File: src/core/adc_port_defines.vh
// Constants for the converter serial register port.
// Assumes inclusion by the port core and its bench only.
`ifndef ADC_PORT_DEFINES_VH
`define ADC_PORT_DEFINES_VH

// Register select codes.
`define ADDR_COMMAND_STATUS 3'h0
`define ADDR_MODE 3'h1
`define ADDR_CONFIG 3'h2
`define ADDR_RESULT 3'h3
`define ADDR_IDENTITY 3'h4
`define ADDR_GPO 3'h5
`define ADDR_ZERO_CAL 3'h6
`define ADDR_GAIN_CAL 3'h7

// Command byte fields, counted on the seven bits after the enable bit.
`define CMD_DIR_BIT 6
`define CMD_SEL_HI 5
`define CMD_SEL_LO 3
`define CMD_CONT_BIT 2
`define CMD_EXIT_CONT 8'h58

// Transfer lengths in bits.
`define LEN_BYTE 6'h08
`define LEN_WORD 6'h18
`define LEN_RESULT_STATUS 6'h20

// Mode and configuration field positions.
`define MODE_APPEND_STATUS_BIT 20
`define MODE_PARITY_ENABLE_BIT 13
`define CFG_REF_DETECT_BIT 20

// Reset values.
`define STATUS_RESET 8'h80
`define MODE_RESET 24'h080060
`define CONFIG_RESET 24'h000000
`define GPO_RESET 8'h00
`define ZERO_CAL_RESET 24'h800000
`define GAIN_CAL_RESET 24'h500000
// Identity value is arbitrary.
`define IDENTITY_VALUE 8'h5a

// Framing recovery: consecutive high input bits that reset the part.
`define ONES_RESET_COUNT 6'h28

`endif

File: src/core/adc_serial_register_port.v
// Serial register port of a sigma-delta converter: command decode, register transfers,
// status word, continuous read and framing recovery.
// Assumes a host drives i_sclk and i_din; the conversion datapath runs on i_mclk.
`timescale 1ns/1ps
`include "adc_port_defines.vh"
module adc_serial_register_port (
    input wire i_mclk,
    input wire i_rst,
    input wire i_sclk,
    input wire i_din,
    input wire i_sync_n,
    input wire i_result_valid,
    input wire [23:0] i_result,
    input wire i_result_clamped,
    input wire i_ref_low,
    input wire [2:0] i_channel,
    input wire i_pre_update,
    input wire i_halted,
    output reg o_dout,
    output reg [23:0] o_mode,
    output reg [23:0] o_config,
    output reg [7:0] o_gpo,
    output reg [23:0] o_zero_cal,
    output reg [23:0] o_gain_cal,
    output reg o_filter_restart,
    output reg o_part_reset,
    output reg o_continuous_read,
    output wire [7:0] o_status
);
    localparam [1:0] ST_WAIT = 2'h0;
    localparam [1:0] ST_WRITE = 2'h1;
    localparam [1:0] ST_READ = 2'h2;
    localparam [1:0] ST_CONT = 2'h3;
    localparam [7:0] STATUS_INIT = `STATUS_RESET;

    wire [2:0] pin_level;
    wire [2:0] pin_rise;
    wire [2:0] pin_fall;
    wire din;
    wire sclk_rise;
    wire sclk_fall;
    wire sync_low;
    wire rst_all;

    reg [1:0] state;
    reg [5:0] bit_cnt;
    reg [5:0] xfer_len;
    reg [2:0] xfer_sel;
    reg [5:0] cmd_bits;
    reg [22:0] in_shift;
    reg [31:0] out_shift;
    reg [7:0] exit_window;
    reg [5:0] ones_cnt;
    reg [23:0] result;
    reg rdy_n;
    reg err;
    reg missing_reference_flag;
    reg parity;
    reg [2:0] chan;
    reg read_done;
    reg mode_write;

    wire [6:0] cmd_full;
    wire [2:0] cmd_sel;
    wire [23:0] write_value;
    wire [23:0] stored_result;

    pin_sync u_pin_sync (
        .i_mclk(i_mclk),
        .i_rst(i_rst),
        .i_pins({i_sync_n, i_din, i_sclk}),
        .o_level(pin_level),
        .o_rise(pin_rise),
        .o_fall(pin_fall)
    );

    assign din = pin_level[1];
    assign sclk_rise = pin_rise[0];
    assign sclk_fall = pin_fall[0];
    assign sync_low = ~pin_level[2];
    assign rst_all = i_rst | o_part_reset;
    assign cmd_full = {cmd_bits, din};
    assign cmd_sel = cmd_full[`CMD_SEL_HI:`CMD_SEL_LO];
    assign write_value = {in_shift, din};
    assign o_status = {rdy_n, err, missing_reference_flag, parity, 1'b0, chan};
    assign stored_result = (o_config[`CFG_REF_DETECT_BIT] & i_ref_low) ?
        24'hffffff : i_result;

    // Length of the data phase for a register select.
    function [5:0] sel_len;
        input [2:0] sel;
        input append;
        begin
            if (sel == `ADDR_RESULT) begin
                sel_len = append ? `LEN_RESULT_STATUS : `LEN_WORD;
            end else if (sel == `ADDR_COMMAND_STATUS || sel == `ADDR_IDENTITY ||
                         sel == `ADDR_GPO) begin
                sel_len = `LEN_BYTE;
            end else begin
                sel_len = `LEN_WORD;
            end
        end
    endfunction

    // Read value, left aligned so the first bit out is bit 31.
    function [31:0] read_value;
        input [2:0] sel;
        input [7:0] status;
        input [23:0] mode;
        input [23:0] cfg;
        input [23:0] res;
        input [7:0] gpo;
        input [23:0] zcal;
        input [23:0] gcal;
        begin
            if (sel == `ADDR_COMMAND_STATUS) begin
                read_value = {status, 24'h000000};
            end else if (sel == `ADDR_MODE) begin
                read_value = {mode, 8'h00};
            end else if (sel == `ADDR_CONFIG) begin
                read_value = {cfg, 8'h00};
            end else if (sel == `ADDR_RESULT) begin
                read_value = {res, status};
            end else if (sel == `ADDR_IDENTITY) begin
                read_value = {`IDENTITY_VALUE, 24'h000000};
            end else if (sel == `ADDR_GPO) begin
                read_value = {gpo, 24'h000000};
            end else if (sel == `ADDR_ZERO_CAL) begin
                read_value = {zcal, 8'h00};
            end else begin
                read_value = {gcal, 8'h00};
            end
        end
    endfunction

    // Consecutive high bits on rising serial clock edges reset the whole part.
    always @(posedge i_mclk) begin
        if (i_rst) begin
            ones_cnt <= 6'h00;
            o_part_reset <= 1'b0;
        end else begin
            o_part_reset <= 1'b0;
            if (sclk_rise) begin
                if (!din) begin
                    ones_cnt <= 6'h00;
                end else if (ones_cnt == `ONES_RESET_COUNT - 6'h01) begin
                    ones_cnt <= 6'h00;
                    o_part_reset <= 1'b1;
                end else begin
                    ones_cnt <= ones_cnt + 6'h01;
                end
            end
        end
    end

    // Command decode and transfer sequencing.
    always @(posedge i_mclk) begin
        if (rst_all) begin
            state <= ST_WAIT;
            bit_cnt <= 6'h00;
            xfer_len <= `LEN_BYTE;
            xfer_sel <= `ADDR_COMMAND_STATUS;
            cmd_bits <= 6'h00;
            in_shift <= 23'h000000;
            out_shift <= 32'h00000000;
            exit_window <= 8'hff;
            o_continuous_read <= 1'b0;
            o_dout <= 1'b1;
            o_mode <= `MODE_RESET;
            o_config <= `CONFIG_RESET;
            o_gpo <= `GPO_RESET;
            o_zero_cal <= `ZERO_CAL_RESET;
            o_gain_cal <= `GAIN_CAL_RESET;
            o_filter_restart <= 1'b0;
            read_done <= 1'b0;
            mode_write <= 1'b0;
        end else begin
            o_filter_restart <= 1'b0;
            read_done <= 1'b0;
            mode_write <= 1'b0;
            if (state != ST_READ) begin
                o_dout <= rdy_n;
            end
            if (o_continuous_read && sclk_rise) begin
                exit_window <= {exit_window[6:0], din};
            end
            case (state)
                ST_WAIT: begin
                    if (sclk_rise) begin
                        if (bit_cnt == 6'h00) begin
                            if (!din) begin
                                bit_cnt <= 6'h01;
                            end
                        end else if (bit_cnt != 6'h07) begin
                            cmd_bits <= {cmd_bits[4:0], din};
                            bit_cnt <= bit_cnt + 6'h01;
                        end else begin
                            bit_cnt <= 6'h00;
                            xfer_sel <= cmd_sel;
                            xfer_len <= sel_len(cmd_sel, o_mode[`MODE_APPEND_STATUS_BIT]);
                            if (cmd_full[`CMD_DIR_BIT]) begin
                                if (cmd_sel == `ADDR_RESULT && cmd_full[`CMD_CONT_BIT]) begin
                                    o_continuous_read <= 1'b1;
                                    exit_window <= 8'hff;
                                    state <= ST_CONT;
                                end else begin
                                    out_shift <= read_value(cmd_sel, o_status, o_mode,
                                        o_config, result, o_gpo, o_zero_cal,
                                        o_gain_cal);
                                    state <= ST_READ;
                                end
                            end else if (cmd_sel != `ADDR_COMMAND_STATUS) begin
                                state <= ST_WRITE;
                            end
                        end
                    end
                end
                ST_WRITE: begin
                    if (sclk_rise) begin
                        in_shift <= {in_shift[21:0], din};
                        if (bit_cnt == xfer_len - 6'h01) begin
                            bit_cnt <= 6'h00;
                            state <= ST_WAIT;
                            if (xfer_sel == `ADDR_MODE) begin
                                o_mode <= write_value;
                                o_filter_restart <= 1'b1;
                                mode_write <= 1'b1;
                            end else if (xfer_sel == `ADDR_CONFIG) begin
                                o_config <= write_value;
                            end else if (xfer_sel == `ADDR_GPO) begin
                                o_gpo <= write_value[7:0];
                            end else if (xfer_sel == `ADDR_ZERO_CAL) begin
                                o_zero_cal <= write_value;
                            end else if (xfer_sel == `ADDR_GAIN_CAL) begin
                                o_gain_cal <= write_value;
                            end
                        end else begin
                            bit_cnt <= bit_cnt + 6'h01;
                        end
                    end
                end
                ST_READ: begin
                    if (sclk_fall) begin
                        o_dout <= out_shift[31];
                        out_shift <= {out_shift[30:0], 1'b0};
                    end
                    if (sclk_rise) begin
                        if (o_continuous_read &&
                            {exit_window[6:0], din} == `CMD_EXIT_CONT) begin
                            o_continuous_read <= 1'b0;
                            bit_cnt <= 6'h00;
                            state <= ST_WAIT;
                        end else if (bit_cnt == xfer_len - 6'h01) begin
                            bit_cnt <= 6'h00;
                            read_done <= (xfer_sel == `ADDR_RESULT);
                            state <= o_continuous_read ? ST_CONT : ST_WAIT;
                        end else begin
                            bit_cnt <= bit_cnt + 6'h01;
                        end
                    end
                end
                default: begin
                    if (sclk_rise && {exit_window[6:0], din} == `CMD_EXIT_CONT) begin
                        o_continuous_read <= 1'b0;
                        state <= ST_WAIT;
                    end else if (!rdy_n && !read_done) begin
                        xfer_len <= sel_len(`ADDR_RESULT, o_mode[`MODE_APPEND_STATUS_BIT]);
                        xfer_sel <= `ADDR_RESULT;
                        out_shift <= {result, o_status};
                        bit_cnt <= 6'h00;
                        state <= ST_READ;
                    end
                end
            endcase
        end
    end

    // Status word: a new result clears ready unless sync, halt, a mode write or pre-update sets it in the same cycle; a result read sets it again.
    always @(posedge i_mclk) begin
        if (rst_all) begin
            rdy_n <= STATUS_INIT[7];
            err <= 1'b0;
            missing_reference_flag <= 1'b0;
            parity <= 1'b0;
            chan <= 3'h0;
            result <= 24'h000000;
        end else begin
            if (i_result_valid) begin
                result <= stored_result;
                err <= i_result_clamped |
                    (o_config[`CFG_REF_DETECT_BIT] & i_ref_low);
                missing_reference_flag <= o_config[`CFG_REF_DETECT_BIT] & i_ref_low;
                parity <= o_mode[`MODE_PARITY_ENABLE_BIT] & (^stored_result);
                chan <= i_channel;
            end
            if (sync_low || i_halted || mode_write || i_pre_update) begin
                rdy_n <= 1'b1;
            end else if (i_result_valid) begin
                rdy_n <= 1'b0;
            end else if (read_done) begin
                rdy_n <= 1'b1;
            end
        end
    end
endmodule // adc_serial_register_port

File: src/core/pin_sync.v
// Two-stage synchroniser with edge detection for a group of pin inputs.
// Assumes pins are asynchronous to i_mclk and change slower than it.
`timescale 1ns/1ps
module pin_sync (
    input wire i_mclk,
    input wire i_rst,
    input wire [2:0] i_pins,
    output wire [2:0] o_level,
    output wire [2:0] o_rise,
    output wire [2:0] o_fall
);
    reg [2:0] stage_a;
    reg [2:0] stage_b;
    reg [2:0] stage_c;
    genvar g;
    generate
        for (g = 0; g < 3; g = g + 1) begin : g_bit
            // The first stage feeds only the second stage.
            always @(posedge i_mclk) begin
                if (i_rst) begin
                    stage_a[g] <= 1'b1;
                    stage_b[g] <= 1'b1;
                    stage_c[g] <= 1'b1;
                end else begin
                    stage_a[g] <= i_pins[g];
                    stage_b[g] <= stage_a[g];
                    stage_c[g] <= stage_b[g];
                end
            end
            assign o_level[g] = stage_b[g];
            assign o_rise[g] = stage_b[g] & ~stage_c[g];
            assign o_fall[g] = ~stage_b[g] & stage_c[g];
        end
    endgenerate
endmodule // pin_sync

File: config.mk
export PLATFORM = sky130hd
export DESIGN_NAME = adc_serial_register_port
export DESIGN_NICKNAME = d
export VERILOG_FILES = /design/src/core/adc_serial_register_port.v /design/src/core/pin_sync.v
export VERILOG_INCLUDE_DIRS = /design/src /design/src/core
export SDC_FILE = /design/constraint.sdc
export NUM_CORES = 1
export LEC_CHECK = 0
export BUFFER_PORTS_ARGS = -buffer_cell sky130_fd_sc_hd__buf_2
export CAP_MARGIN = 5
export CORE_MARGIN = 2
export CORE_UTILIZATION = 51
export DETAILED_ROUTE_END_ITERATION = 8
export PLACE_DENSITY_LB_ADDON = 0.15
export SLEW_MARGIN = 20
export SYNTH_ARGS = -nofsm -noshare
export SYNTH_HDL_FRONTEND = slang
export SYNTH_SLANG_ARGS = --single-unit
export TNS_END_PERCENT = 100
File: constraint.sdc
create_clock -name i_mclk -period 2.4 [get_ports i_mclk]
set_input_delay 0.48 -clock i_mclk [delete_from_list [all_inputs] [get_ports i_mclk]]
set_output_delay 0.48 -clock i_mclk [all_outputs]
set_load 0.02 [all_outputs]
; ---- Word level (Yosys, flattened, before mapping)
; Cells that the tools add are included.
; W data, S select, Z words.
[totals]
out_inout_bits = 116
in_bits = 37
reg_bits = 239
[op_classes]
muxes = 83
eq_ne = 36
reduce_logical = 40
add_sub_neg = 3
n_bitwise = 20
[ops]
columns = operator, n
row1 = $mux W32, 15
row2 = $mux W6, 19
row3 = $pmux W32 S3, 1
row4 = $mux W8, 7
row5 = $reduce_and A9 Y1, 3
row6 = $mux W2, 13
row7 = $mux W24, 1
row8 = $ne A2 B2 Y1 const B, 12
row9 = $reduce_xor A24 Y1, 1
row10 = $eq A3 B3 Y1 const B, 6
row11 = $pmux W6 S3, 1
row12 = $reduce_and A6 Y1, 3
row13 = $mux W1, 16
row14 = $mux W3, 5
row15 = $not A1 Y1, 14
row16 = $add A6 B1 Y6 const B, 2
row17 = $eq A3 B2 Y1 const B, 4
row18 = $pmux W6 S2, 1
row19 = $ne A3 B3 Y1 const B, 3
row20 = $reduce_bool A3 Y1, 3
row21 = $eq A8 B7 Y1 const B, 1
row22 = $reduce_and A4 Y1, 2
row23 = $reduce_and A8 Y1, 1
row24 = $reduce_and A7 Y1, 1
row25 = 31 further kinds, 47

; ---- Logic depth before layout (Yosys ltp)
[logic_depth]
word_depth = 14
ltp_mapped = 10
ltp_nobuf = 8

; ---- Modules after synthesis
; From an unflattened synthesis, not the netlist that was laid out.
[hier_totals]
hier_cells = 1147
hier_area_um2 = 10799.1
[modules_own_cells]
columns = mod, cells_per_inst, instances, area_per_inst_um2
row1 = adc_serial_register_port, 1123, 1, 10525.1
row2 = pin_sync, 24, 1, 274.0

; ---- Worst setup path before layout
; OpenSTA, ideal clock, no wires.
[synth_path]
path_type = reg2reg
startpoint = register state[1]
endpoint = register cmd_bits[4]
path_stages_with_launch = 9
setup_slack_ns = 0.307
arrival_time_ns = 1.965
period_less_slack_ns = 2.093
setup_time_ns = 0.128
cell_sequence = dfxtp_1 -> inv_1 -> ha_1 -> buf_1 -> o21ai_0 -> or2_2 -> nor2_2 -> mux2i_1 -> nor2_1
[synth_between]
elab_chain_cells = 2
[synth_rtl]
columns = element, line
row1 = "start, declared", adc_serial_register_port.v:45  ; reg [1:0] state;
row2 = "start signal, assigned", adc_serial_register_port.v:256  ; state <= o_continuous_read ? ST_CONT : ST_WAIT;
row3 = $logic_not A2 Y1, adc_serial_register_port.v:187  ; case (state)
row4 = $reduce_and A4 Y1 (no source line), n/a
row5 = "end signal, assigned", adc_serial_register_port.v:195  ; cmd_bits <= {cmd_bits[4:0], din};
row6 = "end, declared", adc_serial_register_port.v:49  ; reg [5:0] cmd_bits;
; Every way passes these cells.
; A chain may end at the register's enable or synchronous reset.

; ---- Worst setup path after layout
[layout_path]
startpoint = register state[1]
endpoint = register bit_cnt[3]
[layout_between]
elab_chain_cells = 3
[layout_rtl]
columns = element, line
row1 = $eq A2 B2 Y1 (tied with other cells), adc_serial_register_port.v:187
row2 = $ne A4 B1 Y1 (no source line) (tied with other cells), n/a
row3 = $reduce_and A6 Y1 (no source line), n/a
row4 = "end signal, assigned", adc_serial_register_port.v:196  ; bit_cnt <= bit_cnt + 6'h01;
row5 = "end signal, assigned", adc_serial_register_port.v:238  ; bit_cnt <= bit_cnt + 6'h01;
row6 = "end signal, assigned", adc_serial_register_port.v:258  ; bit_cnt <= bit_cnt + 6'h01;
row7 = "end, declared", adc_serial_register_port.v:46  ; reg [5:0] bit_cnt;
; Parallel ways exist; a longest one is shown, timed or not.

==> run_results.csv <==
group,metric,value,unit
drt,ant_nets,0,
logic_synthesis,ys_seq_area_frac,0.438,
logic_synthesis,synthFlopType,"dfxtp_1",
sta,finClkSkew,18.5,ps
drt,routed_wl,31400,um
finish,area_growth,19.0,%
drt,vias,9221,
logic_synthesis,yosys.cell_types.count,72,
finish,final_area,12800,um2
grt,overflow,0,
cts,root_buffer,"clkbuf_16",
critical_path,crit_path_end_kind,"register",
drt,drc,0,
sta,fin_crit,2300,ps
placed_design,io_buffers,151,
finish,post_route_cells_drive_above_1_share,0.253,
floorplan,initial_core_util,0.516,
critical_path,cp.required,2860,ps
drt,drt_pre_antenna_iters,6,
logic_synthesis,synth_top_area_cell,"dfxtp_1",
drt,wl_per_cell,19.6,um
floorplan,rows,53,
cts,clkLatencyLatePin,540,ps
floorplan,die_area,22200,um2
critical_path,worst_ep_arrival_time,2770,ps
sta,maxSlewViolCount,0,
drt,first_iter_violations,933,
sta,max_freq,434,MHz
sta,tightest_slew,642,ps
grt,track_usage,0.281,
grt,grt_max_degree,64,
critical_path,path_max_fanout,6,
power,leakage,0.00488,uW
logic_synthesis,yosys-top-cells-area,"dfxtp_1, mux2i_1, nand2_1, nor2_1, a21oi_1",
placed_design,placed_area,11900,um2
cts,clk_path_buf_depth,3,
grt,grt_pass1_vias,8708,
floorplan,die_x,149,um
logic_synthesis,syn_area,10700,um2
floorplan,fp.dieH,149,um
status,status,"complete, no violations",
run,max_cap_violations,0,
hold_path,min_path_type,"in2reg",
cts,cts_tree,"done",
critical_path,path_class,"reg2reg",
logic_synthesis,synth.top_cell.area_share,0.438,
logic_synthesis,synthArstFlopShare,0,
grt,antenna_found_initial,2,
floorplan,design.core.area,20800,um2
placed_design,dp_hpwl,21700,um
sta,fin_setup_tns,0,ps
power,irDropWorstVdd,0.000534,V
logic_synthesis,syn_nets,1221,
floorplan,num_io_pins,153,
cts,ctsHtreeMaxLevel,1,
logic_synthesis,ys_ff_latch,235,
sta,hold_violations,0,
finish,fin_nets,1351,
cts,cts_inserted_buffers,26,
logic_synthesis,syn_inst,1176,
logic_synthesis,synth_edf_count,0,
cts,cts.sinks,235,
placed_design,gp_congestion,0.893,
logic_synthesis,ys_warn_count,0,
cts,clk_pin_slew,60,ps
sta,period_share,0.960,
logic_synthesis,synth.avg_cell_area,9.14,um2
critical_path,cp-start-kind,"register",
sta,maxSlewHeadroom,0.566,
sta,setup_violations,0,
power,power_density,643,nW/um2
grt,grt_pass1_wl,49200,um
drt,vias_per_cell,5.76,
-- critical path, cell delays in order (launching register included) --
cell and delay (ps):
dfxtp_1 450, inv_1 110, ha_1 250, nor3_2 290, o32ai_1 160, a21o_1 190, or3_1 340, a221o_1 300
a21oi_1 140
-- worst paths after layout --
path,start,end,slack (ps),depth (start not counted)
max,state[1],bit_cnt[3],100,8
max reg2reg,state[1],bit_cnt[3],100,8
min,i_din,u_pin_sync.stage_a[1],130,2
min reg2reg,u_pin_sync.stage_a[0],u_pin_sync.o_level[0],410,1
-- flip-flops by register name, indices dropped and copies added (netlist names), 7 cells and up --
register and count:
out_shift 32, result 24, o_gain_cal 24, in_shift 23, exit_window 7, o_config 24
o_zero_cal 24, o_mode 24, o_gpo 8
-- synthesized netlist by cell type, drive strengths merged, types with 4 or more instances --
cell,n
a211oi,26
a21oi,76
a221oi,8
a222oi,16
a22oi,13
a31oi,9
and2,6
and3,4
buf,41
clkbuf,59
dfxtp,235
ha,8
inv,17
mux2i,107
mux4,16
nand2,171
nand2b,13
nand3,32
nand4,5
nor2,133
nor2b,6
nor3,9
o211ai,7
o21ai,46
o221a,27
or2,11
or3,5
xnor2,19
xor2,4
-- layout make-up --
type,count,area (um2)
antenna,1,2.50
clock buffer,35,724
clock inverter,12,105
fill,1853,8040
inverter,17,63.8
multi-input combinational,824,5550
sequential,235,4710
tap,275,344
timing repair buffer,202,1290
-- metrics by stage --
step | hold slack [ps] | total power, uW | std cells | util | setup slack (ps)
floorplan | 389 | 4300 | 1176 | - | 307
global placement | 393 | 4440 | 1551 | 0.572 | 191
detailed placement | 397 | 4440 | 1551 | 0.572 | 110
CTS | 119 | 8280 | 1598 | 0.612 | 85.6
global route | 117 | 8480 | 1601 | 0.614 | -14.3
finish | 126 | 8230 | 1601 | 0.614 | 96.2
-- cell usage in the layout (no fill, tap or decap), types with 8 or more instances in the layout --
cell,instances
inv_1,17
mux4_2,16
a211oi_2,13
o221a_2,27
nand3_1,32
a21oi_1,75
mux2i_1,107
a31oi_1,9
nor2_1,129
a22oi_1,13
a222oi_1,16
o21ai_0,45
a211oi_1,13
buf_2,151
buf_4,38
ha_1,8
or2_2,10
nand2b_1,13
buf_12,12
xnor2_1,19
nand2_1,169
clkbuf_16,26
dfxtp_1,233
-- cell families after synthesis --
kind of cell,count (synthesis),synth area share
simple gates,406,0.166
compound gates,258,0.178
flops,235,0.438
mux,126,0.136
buf+inv,117,0.0494
xor+xnor,25,0.0229
fa+ha+maj,8,0.00932
other cells,1,0.000349
-- per-layer routing --
metal  GRT usage  wire, um  vias to the layer above  share of wire
met4      0.0571       425                        2          0.014
met2       0.430     14000                      326           0.45
met1       0.418     14500                     4408           0.46
met3      0.0471      2470                       35          0.079
li1            -         -                     4450              -
met5           0        13                        -        0.00041
-- report_power, final --
| group | switching, uW | total, uW | internal [uW] |
|---|---|---|---|
| logic | 197 | 370 | 172 |
| clock network | 1640 | 3870 | 2230 |
| registers | 46.0 | 3990 | 3940 |
-- timing repair --
item,4_1_cts,5_1_grt
hold buffers,0,0
resized for setup,0,6
buffers inserted,0,2
endpoints found under the hold margin,0,0
endpoints found under the setup margin,0,80
Note: power is estimated with default switching activity, not from simulation.
